--- config.mk ---
export PLATFORM = sky130hd
export DESIGN_NAME = logic_shift_move_alu
export DESIGN_NICKNAME = d
export VERILOG_FILES = /design/src/rtl/alu_pkg.sv /design/src/rtl/barrel_shifter.sv /design/src/rtl/logic_shift_move_alu.sv
export SDC_FILE = /design/constraint.sdc
export NUM_CORES = 1
export LEC_CHECK = 0
export BUFFER_PORTS_ARGS = -buffer_cell sky130_fd_sc_hd__buf_2
export CORE_MARGIN = 8
export CORE_UTILIZATION = 30
export DETAILED_ROUTE_END_ITERATION = 8
export PLACE_DENSITY = 0.48
export SETUP_SLACK_MARGIN = 0.05
export SKIP_CTS_REPAIR_TIMING = 1
export SLEW_MARGIN = 20
export SYNTH_ARGS = -nofsm -noshare
export SYNTH_HDL_FRONTEND = slang
export SYNTH_HIERARCHICAL = 1
export SYNTH_SLANG_ARGS = --single-unit
--- constraint.sdc ---
create_clock -name SYS_CLK -period 11.9 [get_ports SYS_CLK]
set_input_delay 0.595 -clock SYS_CLK [delete_from_list [all_inputs] [get_ports SYS_CLK]]
set_output_delay 0.595 -clock SYS_CLK [all_outputs]
set_load 0.01 [all_outputs]
--- src/rtl/alu_pkg.sv ---
// Shared constants and types for the logic, shift and move datapath
package alu_pkg;

  // ==========================================================
  // Widths and figures
  localparam int WORD_W = 32;
  localparam int AMT_W = 8;
  localparam int IMM_W = 6;
  localparam int WIDE_IMM_W = 16;
  localparam logic [7:0] AMT_WORD = 8'h20;
  localparam logic [31:0] LZC_ALL_ZERO = 32'h0000_0020;

  // ==========================================================
  // Register map and reset values
  localparam int ADDR_W = 8;
  localparam logic [7:0] FLAGS_OFS = 8'h00;
  localparam logic [7:0] CTRL_OFS = 8'h04;
  localparam logic [7:0] RESULT_OFS = 8'h08;
  localparam logic [7:0] COUNT_OFS = 8'h0c;
  localparam int FLAG_N_POS = 3;
  localparam int FLAG_Z_POS = 2;
  localparam int FLAG_C_POS = 1;
  localparam int FLAG_V_POS = 0;
  localparam int CTRL_EN_POS = 0;
  localparam logic [3:0] FLAGS_RESET = 4'h0;
  localparam logic CTRL_EN_RESET = 1'b1;
  localparam logic [31:0] WORD_RESET = 32'h0000_0000;

  // ==========================================================
  // Operations and shift kinds
  typedef enum logic [4:0] {
    OP_AND = 5'h00, OP_INCLUSIVE_OR = 5'h01, OP_EXCLUSIVE_OR = 5'h02,
    OP_BIT_CLEAR = 5'h03, OP_OR_NOT = 5'h04, OP_ARITH_SHIFT_RIGHT = 5'h05,
    OP_LOGIC_SHIFT_LEFT = 5'h06, OP_LOGIC_SHIFT_RIGHT = 5'h07,
    OP_ROTATE_RIGHT = 5'h08, OP_ROTATE_THROUGH_CARRY = 5'h09,
    OP_LEADING_ZERO_COUNT = 5'h0a, OP_COMPARE = 5'h0b,
    OP_COMPARE_NEGATED = 5'h0c, OP_COPY = 5'h0d, OP_COPY_INVERTED = 5'h0e,
    OP_COPY_WIDE_IMMEDIATE = 5'h0f
  } alu_op_t;

  typedef enum logic [2:0] {
    SH_NONE = 3'h0, SH_ARITH_RIGHT = 3'h1, SH_LOGIC_LEFT = 3'h2, SH_LOGIC_RIGHT = 3'h3,
    SH_ROTATE_RIGHT = 3'h4, SH_THROUGH_CARRY = 3'h5
  } shift_kind_t;

  // ==========================================================
  // Carriers
  typedef struct packed {
    logic        valid;
    alu_op_t     op;
    logic        set_flags;
    logic        dest_is_pc;
    logic [31:0] first_operand;
    logic [31:0] second_operand;
    logic        op2_carry_valid;
    logic        op2_carry;
    logic [31:0] shift_source;
    logic [31:0] shift_amount;
    logic [5:0]  shift_imm;
    logic        shift_by_reg;
    shift_kind_t copy_shift;
    logic [15:0] sixteen_bit_immediate;
  } alu_req_t;

  typedef struct packed {
    logic        valid;
    logic        write_dest;
    logic        branch;
    logic [31:0] value;
  } alu_res_t;

  typedef struct packed {
    logic n;
    logic z;
    logic c;
    logic v;
  } flags_t;

endpackage

--- src/rtl/barrel_shifter.sv ---
// Combinational 32-bit shifter with carry-out for all shift kinds
`timescale 1ns/1ps
`default_nettype none
module barrel_shifter
  import alu_pkg::*;
(
  input  wire logic [31:0] value,
  input  wire logic [7:0]  amount,
  input  wire shift_kind_t kind,
  input  wire logic        carry_in,
  output logic [31:0]      result,
  output logic             carry_out,
  output logic             carry_update
);

  logic [32:0] left_ext;
  logic [32:0] right_ext;
  logic [32:0] arith_ext;
  logic [7:0]  arith_amt;
  logic [4:0]  rot;

  // Amounts above one word are clamped so sign fill stays correct
  assign arith_amt = (amount > AMT_WORD) ? AMT_WORD : amount;
  assign left_ext = {1'b0, value} << amount[5:0];
  assign right_ext = {value, 1'b0} >> amount[5:0];
  assign arith_ext = 33'($signed({value, 1'b0}) >>> arith_amt[5:0]);
  assign rot = amount[4:0];

  always_comb begin
    result = value;
    carry_out = carry_in;
    carry_update = (amount != 8'h00);
    case (kind)
      SH_LOGIC_LEFT: begin
        if (amount > AMT_WORD) begin
          result = WORD_RESET;
          carry_out = 1'b0;
        end else begin
          result = left_ext[31:0];
          carry_out = left_ext[32];
        end
      end
      SH_LOGIC_RIGHT: begin
        if (amount > AMT_WORD) begin
          result = WORD_RESET;
          carry_out = 1'b0;
        end else begin
          result = right_ext[32:1];
          carry_out = right_ext[0];
        end
      end
      SH_ARITH_RIGHT: begin
        result = arith_ext[32:1];
        carry_out = arith_ext[0];
      end
      SH_ROTATE_RIGHT: begin
        result = (value >> rot) | (value << (6'd32 - {1'b0, rot}));
        carry_out = result[31];
      end
      SH_THROUGH_CARRY: begin
        result = {carry_in, value[31:1]};
        carry_out = value[0];
        carry_update = 1'b1;
      end
      default: begin
        carry_update = 1'b0;
      end
    endcase
    if (amount == 8'h00 && kind != SH_THROUGH_CARRY) begin
      result = value;
      carry_out = carry_in;
    end
  end

endmodule
`default_nettype wire

--- src/rtl/logic_shift_move_alu.sv ---
// Logic, shift, leading-zero, compare and move datapath with flag register
// ==========================================================
// Overview of operation
// - Conjunction, inclusive-or and exclusive-or combine operands bit by bit.
// - Bit clear ANDs first operand with inverted second operand.
// - Or-not ORs first operand with inverted second operand.
// - Flags change only with the set-flags suffix or on a compare; otherwise all hold.
// - Logic and copy ops: N,Z from result, C from shifter, V holds.
// - Register shifts use only the low byte of the amount register.
// - Immediate lengths: right shifts 1-32, left 0-31, rotate 1-31.
// - Rotate-through-carry moves the source right by exactly one bit.
// - Shifts write only the destination; the shift source stays unchanged.
// - Shift flags: N,Z from result, C last bit out, held at zero.
// - Leading-zero count gives 32 for zero and 0 when bit 31 set.
// - Leading-zero count never changes any flag.
// - Compare subtracts, discards the difference and writes no destination.
// - Compare-negated adds, discards the sum and writes no destination.
// - Both compares always update N, Z, C and V.
// - Copy places second operand; immediate forms take 16-bit values.
// - Copy-inverted writes the bitwise NOT of the second operand.
// - Copy with register-shifted operand acts as the matching shift.
// - Copy to program counter clears bit 0 and branches there.
//
// Our own choices: the register offsets and the plain strobed port.
`timescale 1ns/1ps
`default_nettype none
module logic_shift_move_alu
  import alu_pkg::*;
(
  input  wire logic              SYS_CLK,
  input  wire logic              RST,
  input  wire alu_req_t          REQ,
  input  wire logic [ADDR_W-1:0] REG_ADDR,
  input  wire logic [31:0]       REG_WDATA,
  input  wire logic              REG_WR,
  input  wire logic              REG_RD,
  output alu_res_t               RESULT,
  output flags_t                 FLAGS,
  output logic [31:0]            REG_RDATA
);

  // ==========================================================
  // State
  flags_t      flags_reg;
  flags_t      flags_next;
  alu_res_t    res_reg;
  alu_res_t    res_next;
  logic        ctrl_en_reg;
  logic [31:0] count_reg;
  logic [31:0] rdata_reg;

  logic        take;
  logic        sw_flags_wr;
  logic [31:0] op_a;
  logic [31:0] op_b;

  assign take = REQ.valid && ctrl_en_reg;
  assign sw_flags_wr = REG_WR && (REG_ADDR == FLAGS_OFS);
  assign op_a = REQ.first_operand;
  assign op_b = REQ.second_operand;

  // ==========================================================
  // Shifter operand selection
  shift_kind_t sh_kind;
  logic [7:0]  sh_amount;
  logic [31:0] sh_result;
  logic        sh_carry;
  logic        sh_carry_upd;
  logic        is_shift;

  always_comb begin
    case (REQ.op)
      OP_ARITH_SHIFT_RIGHT: sh_kind = SH_ARITH_RIGHT;
      OP_LOGIC_SHIFT_LEFT: sh_kind = SH_LOGIC_LEFT;
      OP_LOGIC_SHIFT_RIGHT: sh_kind = SH_LOGIC_RIGHT;
      OP_ROTATE_RIGHT: sh_kind = SH_ROTATE_RIGHT;
      OP_ROTATE_THROUGH_CARRY: sh_kind = SH_THROUGH_CARRY;
      OP_COPY: sh_kind = REQ.copy_shift;
      default: sh_kind = SH_NONE;
    endcase
  end

  // Only the low byte counts; upper amount bits are ignored
  assign sh_amount = REQ.shift_by_reg ? REQ.shift_amount[7:0]
                                      : {2'b00, REQ.shift_imm};
  assign is_shift = (sh_kind != SH_NONE);

  barrel_shifter u_shifter (
    .value        (REQ.shift_source),
    .amount       (sh_amount),
    .kind         (sh_kind),
    .carry_in     (flags_reg.c),
    .result       (sh_result),
    .carry_out    (sh_carry),
    .carry_update (sh_carry_upd)
  );

  // ==========================================================
  // Leading-zero count
  logic [31:0] lzc;

  always_comb begin
    lzc = LZC_ALL_ZERO;
    for (int i = 0; i < WORD_W; i++) begin
      if (REQ.shift_source[i]) begin
        lzc = 32'(WORD_W - 1 - i);
      end
    end
  end

  // ==========================================================
  // Compare arithmetic
  logic [32:0] sub_ext;
  logic [32:0] add_ext;
  logic        sub_v;
  logic        add_v;

  assign sub_ext = {1'b0, op_a} + {1'b0, ~op_b} + 33'h0_0000_0001;
  assign add_ext = {1'b0, op_a} + {1'b0, op_b};
  assign sub_v = (op_a[31] != op_b[31]) && (sub_ext[31] != op_a[31]);
  assign add_v = (op_a[31] == op_b[31]) && (add_ext[31] != op_a[31]);

  // ==========================================================
  // Result and flag selection
  logic [31:0] value;
  logic        nz_upd;

  always_comb begin
    value = WORD_RESET;
    res_next = '0;
    flags_next = flags_reg;
    nz_upd = 1'b0;
    res_next.valid = take;
    res_next.write_dest = take;
    case (REQ.op)
      OP_AND: value = op_a & op_b;
      OP_INCLUSIVE_OR: value = op_a | op_b;
      OP_EXCLUSIVE_OR: value = op_a ^ op_b;
      OP_BIT_CLEAR: value = op_a & ~op_b;
      OP_OR_NOT: value = op_a | ~op_b;
      OP_ARITH_SHIFT_RIGHT, OP_LOGIC_SHIFT_LEFT, OP_LOGIC_SHIFT_RIGHT,
      OP_ROTATE_RIGHT, OP_ROTATE_THROUGH_CARRY: begin
        value = sh_result;
      end
      OP_LEADING_ZERO_COUNT: value = lzc;
      OP_COMPARE, OP_COMPARE_NEGATED: begin
        res_next.write_dest = 1'b0;
      end
      OP_COPY: value = is_shift ? sh_result : op_b;
      OP_COPY_INVERTED: value = ~op_b;
      OP_COPY_WIDE_IMMEDIATE: value = {16'h0000, REQ.sixteen_bit_immediate};
      default: res_next.write_dest = 1'b0;
    endcase

    // A write to the counter branches to the even address
    if (REQ.op == OP_COPY && REQ.dest_is_pc) begin
      value[0] = 1'b0;
      res_next.branch = take;
    end
    res_next.value = value;

    // Flag update per operation class
    case (REQ.op)
      OP_AND, OP_INCLUSIVE_OR, OP_EXCLUSIVE_OR, OP_BIT_CLEAR, OP_OR_NOT,
      OP_COPY_INVERTED, OP_COPY_WIDE_IMMEDIATE: begin
        if (REQ.set_flags) begin
          nz_upd = 1'b1;
          if (REQ.op2_carry_valid) begin
            flags_next.c = REQ.op2_carry;
          end
        end
      end
      OP_COPY: begin
        if (REQ.set_flags) begin
          nz_upd = 1'b1;
          if (is_shift) begin
            if (sh_carry_upd) begin
              flags_next.c = sh_carry;
            end
          end else if (REQ.op2_carry_valid) begin
            flags_next.c = REQ.op2_carry;
          end
        end
      end
      OP_ARITH_SHIFT_RIGHT, OP_LOGIC_SHIFT_LEFT, OP_LOGIC_SHIFT_RIGHT,
      OP_ROTATE_RIGHT, OP_ROTATE_THROUGH_CARRY: begin
        if (REQ.set_flags) begin
          nz_upd = 1'b1;
          if (sh_carry_upd) begin
            flags_next.c = sh_carry;
          end
        end
      end
      OP_COMPARE: begin
        flags_next.n = sub_ext[31];
        flags_next.z = (sub_ext[31:0] == WORD_RESET);
        flags_next.c = sub_ext[32];
        flags_next.v = sub_v;
      end
      OP_COMPARE_NEGATED: begin
        flags_next.n = add_ext[31];
        flags_next.z = (add_ext[31:0] == WORD_RESET);
        flags_next.c = add_ext[32];
        flags_next.v = add_v;
      end
      default: flags_next = flags_reg;
    endcase

    if (nz_upd) begin
      flags_next.n = value[31];
      flags_next.z = (value == WORD_RESET);
    end
  end

  // ==========================================================
  // Result register: ready one cycle after the request
  // Value is held between operations so software can read the last result
  always_ff @(posedge SYS_CLK) begin
    if (RST) begin
      res_reg <= '0;
    end else if (take) begin
      res_reg <= res_next;
    end else begin
      res_reg.valid <= 1'b0;
      res_reg.write_dest <= 1'b0;
      res_reg.branch <= 1'b0;
    end
  end

  // ==========================================================
  // Flags register; the datapath wins over a software write
  always_ff @(posedge SYS_CLK) begin
    if (RST) begin
      flags_reg <= flags_t'(FLAGS_RESET);
    end else if (take) begin
      flags_reg <= flags_next;
    end else if (sw_flags_wr) begin
      flags_reg.n <= REG_WDATA[FLAG_N_POS];
      flags_reg.z <= REG_WDATA[FLAG_Z_POS];
      flags_reg.c <= REG_WDATA[FLAG_C_POS];
      flags_reg.v <= REG_WDATA[FLAG_V_POS];
    end
  end

  // ==========================================================
  // Control and operation counter
  always_ff @(posedge SYS_CLK) begin
    if (RST) begin
      ctrl_en_reg <= CTRL_EN_RESET;
    end else if (REG_WR && REG_ADDR == CTRL_OFS) begin
      ctrl_en_reg <= REG_WDATA[CTRL_EN_POS];
    end
  end

  // Counter wraps silently; software reads it as a progress marker
  always_ff @(posedge SYS_CLK) begin
    if (RST) begin
      count_reg <= WORD_RESET;
    end else if (REG_WR && REG_ADDR == COUNT_OFS) begin
      count_reg <= REG_WDATA;
    end else if (take) begin
      count_reg <= count_reg + 32'h0000_0001;
    end
  end

  // ==========================================================
  // Register read port, data one cycle after the strobe
  always_ff @(posedge SYS_CLK) begin
    if (RST) begin
      rdata_reg <= WORD_RESET;
    end else if (REG_RD) begin
      case (REG_ADDR)
        FLAGS_OFS: rdata_reg <= {28'h0000000, flags_reg};
        CTRL_OFS: rdata_reg <= {31'h00000000, ctrl_en_reg};
        RESULT_OFS: rdata_reg <= res_reg.value;
        COUNT_OFS: rdata_reg <= count_reg;
        default: rdata_reg <= WORD_RESET;
      endcase
    end else begin
      rdata_reg <= WORD_RESET;
    end
  end

  assign RESULT = res_reg;
  assign FLAGS = flags_reg;
  assign REG_RDATA = rdata_reg;

  logic quiet_flags_op;
  assign quiet_flags_op = take && !sw_flags_wr && !REQ.set_flags
    && REQ.op != OP_COMPARE && REQ.op != OP_COMPARE_NEGATED;
endmodule
`default_nettype wire

== Yosys cells after proc, flatten, opt, wreduce, memory -nomap -nowiden ==
Index checks and enable logic that the tools add are counted.
Storage, ports and cells
  bits in registers: 104
Cells by class
  add/sub/neg operators: 5
  magnitude comparators: 1
  eq/ne operators: 34
  shift operators: 5
  muxes and demuxes: 67
  bitwise logic cells: 9
  reductions and logical operators: 28
Operators by type and width (count)
  $mux W32: 37
  $pmux W32 S10: 1
  $pmux W32 S5: 1
  $pmux W32 S4: 1
  $logic_not A32 Y1: 3
  $or A32 B32 Y32: 3
  $add A32 B32 Y33: 2
  $and A32 B32 Y32: 2
  $eq A5 B4 Y1 const B: 8
  $add A33 B1 Y33 const B: 1
  $shl A32 B6 Y33: 1
  $shr A33 B6 Y33: 1
  $sshr A33 B6 Y33: 1
  $add A32 B1 Y32 const B: 1
  $not A32 Y32: 1
  $shl A32 B6 Y32: 1
  $shr A32 B5 Y32: 1
  $xor A32 B32 Y32: 1
  $eq A5 B3 Y1 const B: 4
  $pmux W3 S6: 1
  $eq A8 B4 Y1 const B: 2
  $logic_not A8 Y1: 2
  $mux W1: 14
  $reduce_or A14 Y1: 1
  35 further kinds: 58

== Logic depth before layout (Yosys ltp) ==
  depth in word-level cells: 37
  depth in mapped cells: 26
  depth with buffers taken out: 18

== By module ==
Netlist, hierarchy kept.
By module, submodules not included
  logic_shift_move_alu: instances 1, cells an instance 1620, area an instance 11458.5 µm²
  barrel_shifter: instances 1, cells an instance 1222, area an instance 9118.7 µm²

== Worst setup path before layout ==
OpenSTA, ideal clock, no wires.
  path kind: input -> register
  from: input port REQ[19] in the netlist's numbering
  to: register flags_reg (netlist bit FLAGS[2])
  setup time: 0.070 ns
  arrival: 5.669 ns
  slack: 6.162 ns
  stages on the path: 21
  buffers on the path: 5
  cell sequence: clkbuf_1 > mux2_2 > buf_4 > clkinv_1 > buf_2 > buf_4 > buf_2 > ha_1 > xor2_1 > mux2_2 > nor2b_1 > a2111oi_0 > a21oi_1 > a31o_2 > a211oi_1 > or4b_1 > nor4_1 > nand4_1 > o31ai_1 > a21oi_1 > a21oi_1
RTL lines
  from (decl): line logic_shift_move_alu.sv:32  | input wire alu_req_t REQ,
  $mux W8 (*): line logic_shift_move_alu.sv:84  | assign sh_amount = REQ.shift_by_reg ? REQ.shift_amount[7:0]
  named net sh_amount[0]: line logic_shift_move_alu.sv:65  | logic [7:0] sh_amount;
  $gt A8 B6 Y1 / $sub A6 B5 Y6 (equally long branches)
  $mux W6 / $shl A32 B6 Y32 (equally long branches): line barrel_shifter.sv:23, barrel_shifter.sv:57
  $sshr A33 B6 Y33 / $or A32 B32 Y32 (equally long branches): line barrel_shifter.sv:26, barrel_shifter.sv:57
  $pmux W32 S5: line barrel_shifter.sv:33  | case (kind)
  $mux W32 (*): line barrel_shifter.sv:69  | if (amount == 8'h00 && kind != SH_THROUGH_CARRY) begin
  named net sh_result[5]: line logic_shift_move_alu.sv:66  | logic [31:0] sh_result;
  $mux W32: line logic_shift_move_alu.sv:149  | OP_COPY: value = is_shift ? sh_result : op_b;
  $pmux W32 S10 (*): line logic_shift_move_alu.sv:135  | case (REQ.op)
  $logic_not A32 Y1 (*): line logic_shift_move_alu.sv:211  | flags_next.z = (value == WORD_RESET);
  $mux W2 (*): line logic_shift_move_alu.sv:209  | if (nz_upd) begin
  $mux W4 (*): line logic_shift_move_alu.sv:235  | end else if (take) begin
  to (signal assigned): line logic_shift_move_alu.sv:234  | flags_reg <= flags_t'(FLAGS_RESET);
  to (signal assigned): line logic_shift_move_alu.sv:236  | flags_reg <= flags_next;
  to (decl): line logic_shift_move_alu.sv:44  | flags_t flags_reg;
The timed path passes the listed nets; every way through them passes the cells marked *.
A chain may end at the register's enable or synchronous reset.

== Worst setup path in the final report ==
Same ends and word-level chain as after synthesis.

==> run_results.csv <==
group,metric,value,unit
timing,fmax,134,MHz
timing,rsz0062_at_grt,"false",
clocking,cts_root_buf,"clkbuf_16",
clocking,cts_tree,"built",
grt,grt_pass1_vias,23938,
floorplanning,initial_core_util,30.2,%
timing,fin_tns_setup,0,ns
routing,drt_iter0_markers,3556,
final_layout,ff_latch_area,2080,sq um
pwr,pwr-share-comb,62.9,%
setup_path,crit_fanout,73,
grt,gr-usage-all-layers,28.3,%
clocking,numCtsBuffers,9,
grt,grt_pass1_wl,168000,um
routing,firstDrtPassIters,6,
routing,avgViaCountPerCell,6.72,
floorplanning,die_w,278,um
routing,wl_per_cell,31.0,um
synthesis,syn_area,20600,sq um
synthesis,synth_seq_cells,104,
setup_path,endpoint_kind,"flip-flop",
grt,globalRouteOverflowTotal,0,
setup_path,worstPathArrival,7.76,ns
floorplanning,dieArea,77200,sq um
synthesis,synth_xor_area_share,2.12,%
floorplanning,io_pins,279,
setup_path,path_class,"primary input to flip-flop",
timing,layout_worst_path_cycle_share,62.8,%
synthesis,syn_nets,3118,
pwr,p_sw,0.905,mW
synthesis,netlist-cell-type-count,115,
synthesis,synthArstFlopShare,0,%
setup_path,start_kind,"primary input",
place,place_congestion,1.03,
routing,wl,117000,um
pwr,leakage,8.62,nW
timing,worstMarginPinSlew,1.16,ns
final_layout,largest_register_ffs,35,
min_path,hold_path.class,"flip-flop to flip-flop",
setup_path,crit_family,"simple AND/OR/NAND/NOR gates",
place,port_buffers,254,
setup_path,slowest_delay,0.66,ns
timing,finalHoldViolCount,0,
final_layout,n_fill_cell,7474,
floorplanning,die-height,278,um
synthesis,syn_area_per_cell,7.24,sq um
setup_path,crit_slowest_cell,"ha_1",
final_layout,nNetsFinal,3153,
job,maxCapViolCount,0,
clocking,clk_path_buf_depth,2,
synthesis,synth-compound-area-share,31.2,%
place,placed_cells,3748,
clocking,numClockSinks,104,
pwr,pwr-share-clk,16.4,%
synthesis,synthMostInstantiatedCell,"nor2_1",
timing,skew,0.00887,ns
grt,grt_antenna_before_repair,5,
final_layout,drive_above_1_share,18.0,%
synthesis,synth_edf_count,0,
routing,vias,25291,
timing,slew_headroom,20.5,%
clocking,clkTransAtPathRegs,0.07,ns
routing,ant_nets,0,
routing,drc,0,
synthesis,synthFlopType,"dfxtp_1",
final_layout,layout.cells.non_filler,3765,
clocking,cts-htree-levels,3,
floorplanning,num_rows,96,
synthesis,synthMuxAreaShare,19.6,%
final_layout,areaGrowthSynthToFinish,8.57,%
synthesis,yosysTopAreaCellShare,10.1,%
run_status,status,"finished clean",
place,dp_hpwl,85900,um
timing,finalSetupViolations,0,
synthesis,synth_top_family_by_area,"compound AO/OA/AOI/OAI gates",
synthesis,synth-simple-area-share,24.9,%
pwr,intPower,0.900,mW
setup_path,path_cells,"buf_2 -> mux2_8 -> clkinv_1 -> buf_4 -> ha_1 -> or3b_2 -> a211o_1 -> nand2_2 -> inv_1 -> buf_4 -> nor2_1 -> a211oi_1 -> a31o_2 -> a211oi_1 -> or4b_1 -> nor4_1 -> nand4_1 -> o31ai_1 -> a21oi_1 -> a21oi_1",
setup_path,critPathRequiredTime,12.19,ns
synthesis,synth_top_area_cell,"dfxtp_1",
clocking,clk_latency,0.35,ns
final_layout,multiInputGateArea,16900,sq um
pwr,pwr_density_cell,80.8,nW/um^2
setup_path,critPathBufInv,5,
pwr,max-vdd-ir-drop,0.0707,mV
floorplanning,core,68200,sq um
pwr,seqPwrFrac,20.7,%
synthesis,synth-adder-area-share,4.21,%
synthesis,synth.area.top_cells,"dfxtp_1 10%, mux4_2 8.6%, mux2i_1 7.5%",
grt,grt_start_max_net_pins,74,
synthesis,synth_commonest_cells,"335 x nor2_1, 245 x nand2_1, 204 x a21oi_1",
synthesis,postSynthCellCount,2842,
synthesis,yosysSeqAreaShare,10.1,%
synthesis,yosys_warnings,6,
timing,slew_viol_final,0,
pwr,swShare,50.2,%
timing,finalCriticalPeriod,7.48,ns
[cell usage in the layout (no fill, tap or decap), types with 38 or more instances in the layout]
| cell | instances |
|---|---|
| nor2_1 | 335 |
| buf_2 | 254 |
| nand2_1 | 244 |
| a21oi_1 | 203 |
| mux2i_1 | 155 |
| o21ai_0 | 123 |
| dfxtp_1 | 104 |
| a211oi_1 | 91 |
| nand3_1 | 87 |
| inv_1 | 82 |
| nor3_1 | 81 |
| mux4_2 | 79 |
| ha_1 | 66 |
| mux2_2 | 53 |
| o211ai_1 | 52 |
| a31oi_1 | 45 |
| a22oi_1 | 41 |
| buf_4 | 41 |
| nand4_1 | 38 |
[path summary, 6_finish.rpt]
kind | cells after the start | slack (ns) | startpoint | endpoint
worst max-delay path | 20 | 4.42 | REQ[19] | FLAGS[2]
worst min-delay path | 2 | 0.51 | FLAGS[0] | FLAGS[0]
worst max register to register | 9 | 8.10 | ctrl_en_reg | FLAGS[2]
worst min register to register | 2 | 0.51 | FLAGS[0] | FLAGS[0]
[routing by layer]
metal / global-route usage, % / routed length [um]
met5: 0 / 13
met4: 13.2 / 6190
met3: 6.66 / 12100
met2: 44.4 / 51800
met1: 36.6 / 46600
[final cells by class]
type / count / share of cell area, %
inverter: 90 / 1.51
sequential: 104 / 9.32
clock inverter: 3 / 0.106
clock buffer: 13 / 1.21
timing repair buffer: 295 / 7.07
antenna: 1 / 0.0112
tap: 882 / 4.94
multi-input combinational: 2377 / 75.8
[cell families after synthesis]
family,after synthesis
adders and majority gates,68
muxes,294
buffers and inverters,361
xor gates and xnor gates,49
AOI/OAI and AO/OA,921
DFF,104
and+or+nand+nor,1045
[power by group through the flow]
stage	Clock, mW	Combinational [mW]	Sequential [mW]
2_1_floorplan	0	0.714	0.377
3_3_place_gp	0	1.09	0.381
3_5_place_dp	0	1.09	0.381
4_1_cts	0.300	1.10	0.373
5_1_grt	0.317	1.19	0.374
6_report	0.296	1.14	0.374
[worst min-delay path, stage by stage, from the launching register on]
cell and delay (ns):
dfxtp_1 0.33, nand3_1 0.07, o31ai_1 0.06
[per-stage QoR]
step	util [%]	total power [mW]	setup WS, ns	hold slack, ns	cell area [sq um]
after global routing	32.7	1.88	4.28	0.528	22300
after detailed placement	32.3	1.47	4.39	0.501	22000
after global placement	32.3	1.47	4.41	0.486	22000
final	32.7	1.80	4.42	0.507	22300
after CTS	32.7	1.77	4.72	0.511	22300
after floorplan	-	1.09	6.16	0.481	20600
No activity file was read; power rests on OpenSTA's default activity.
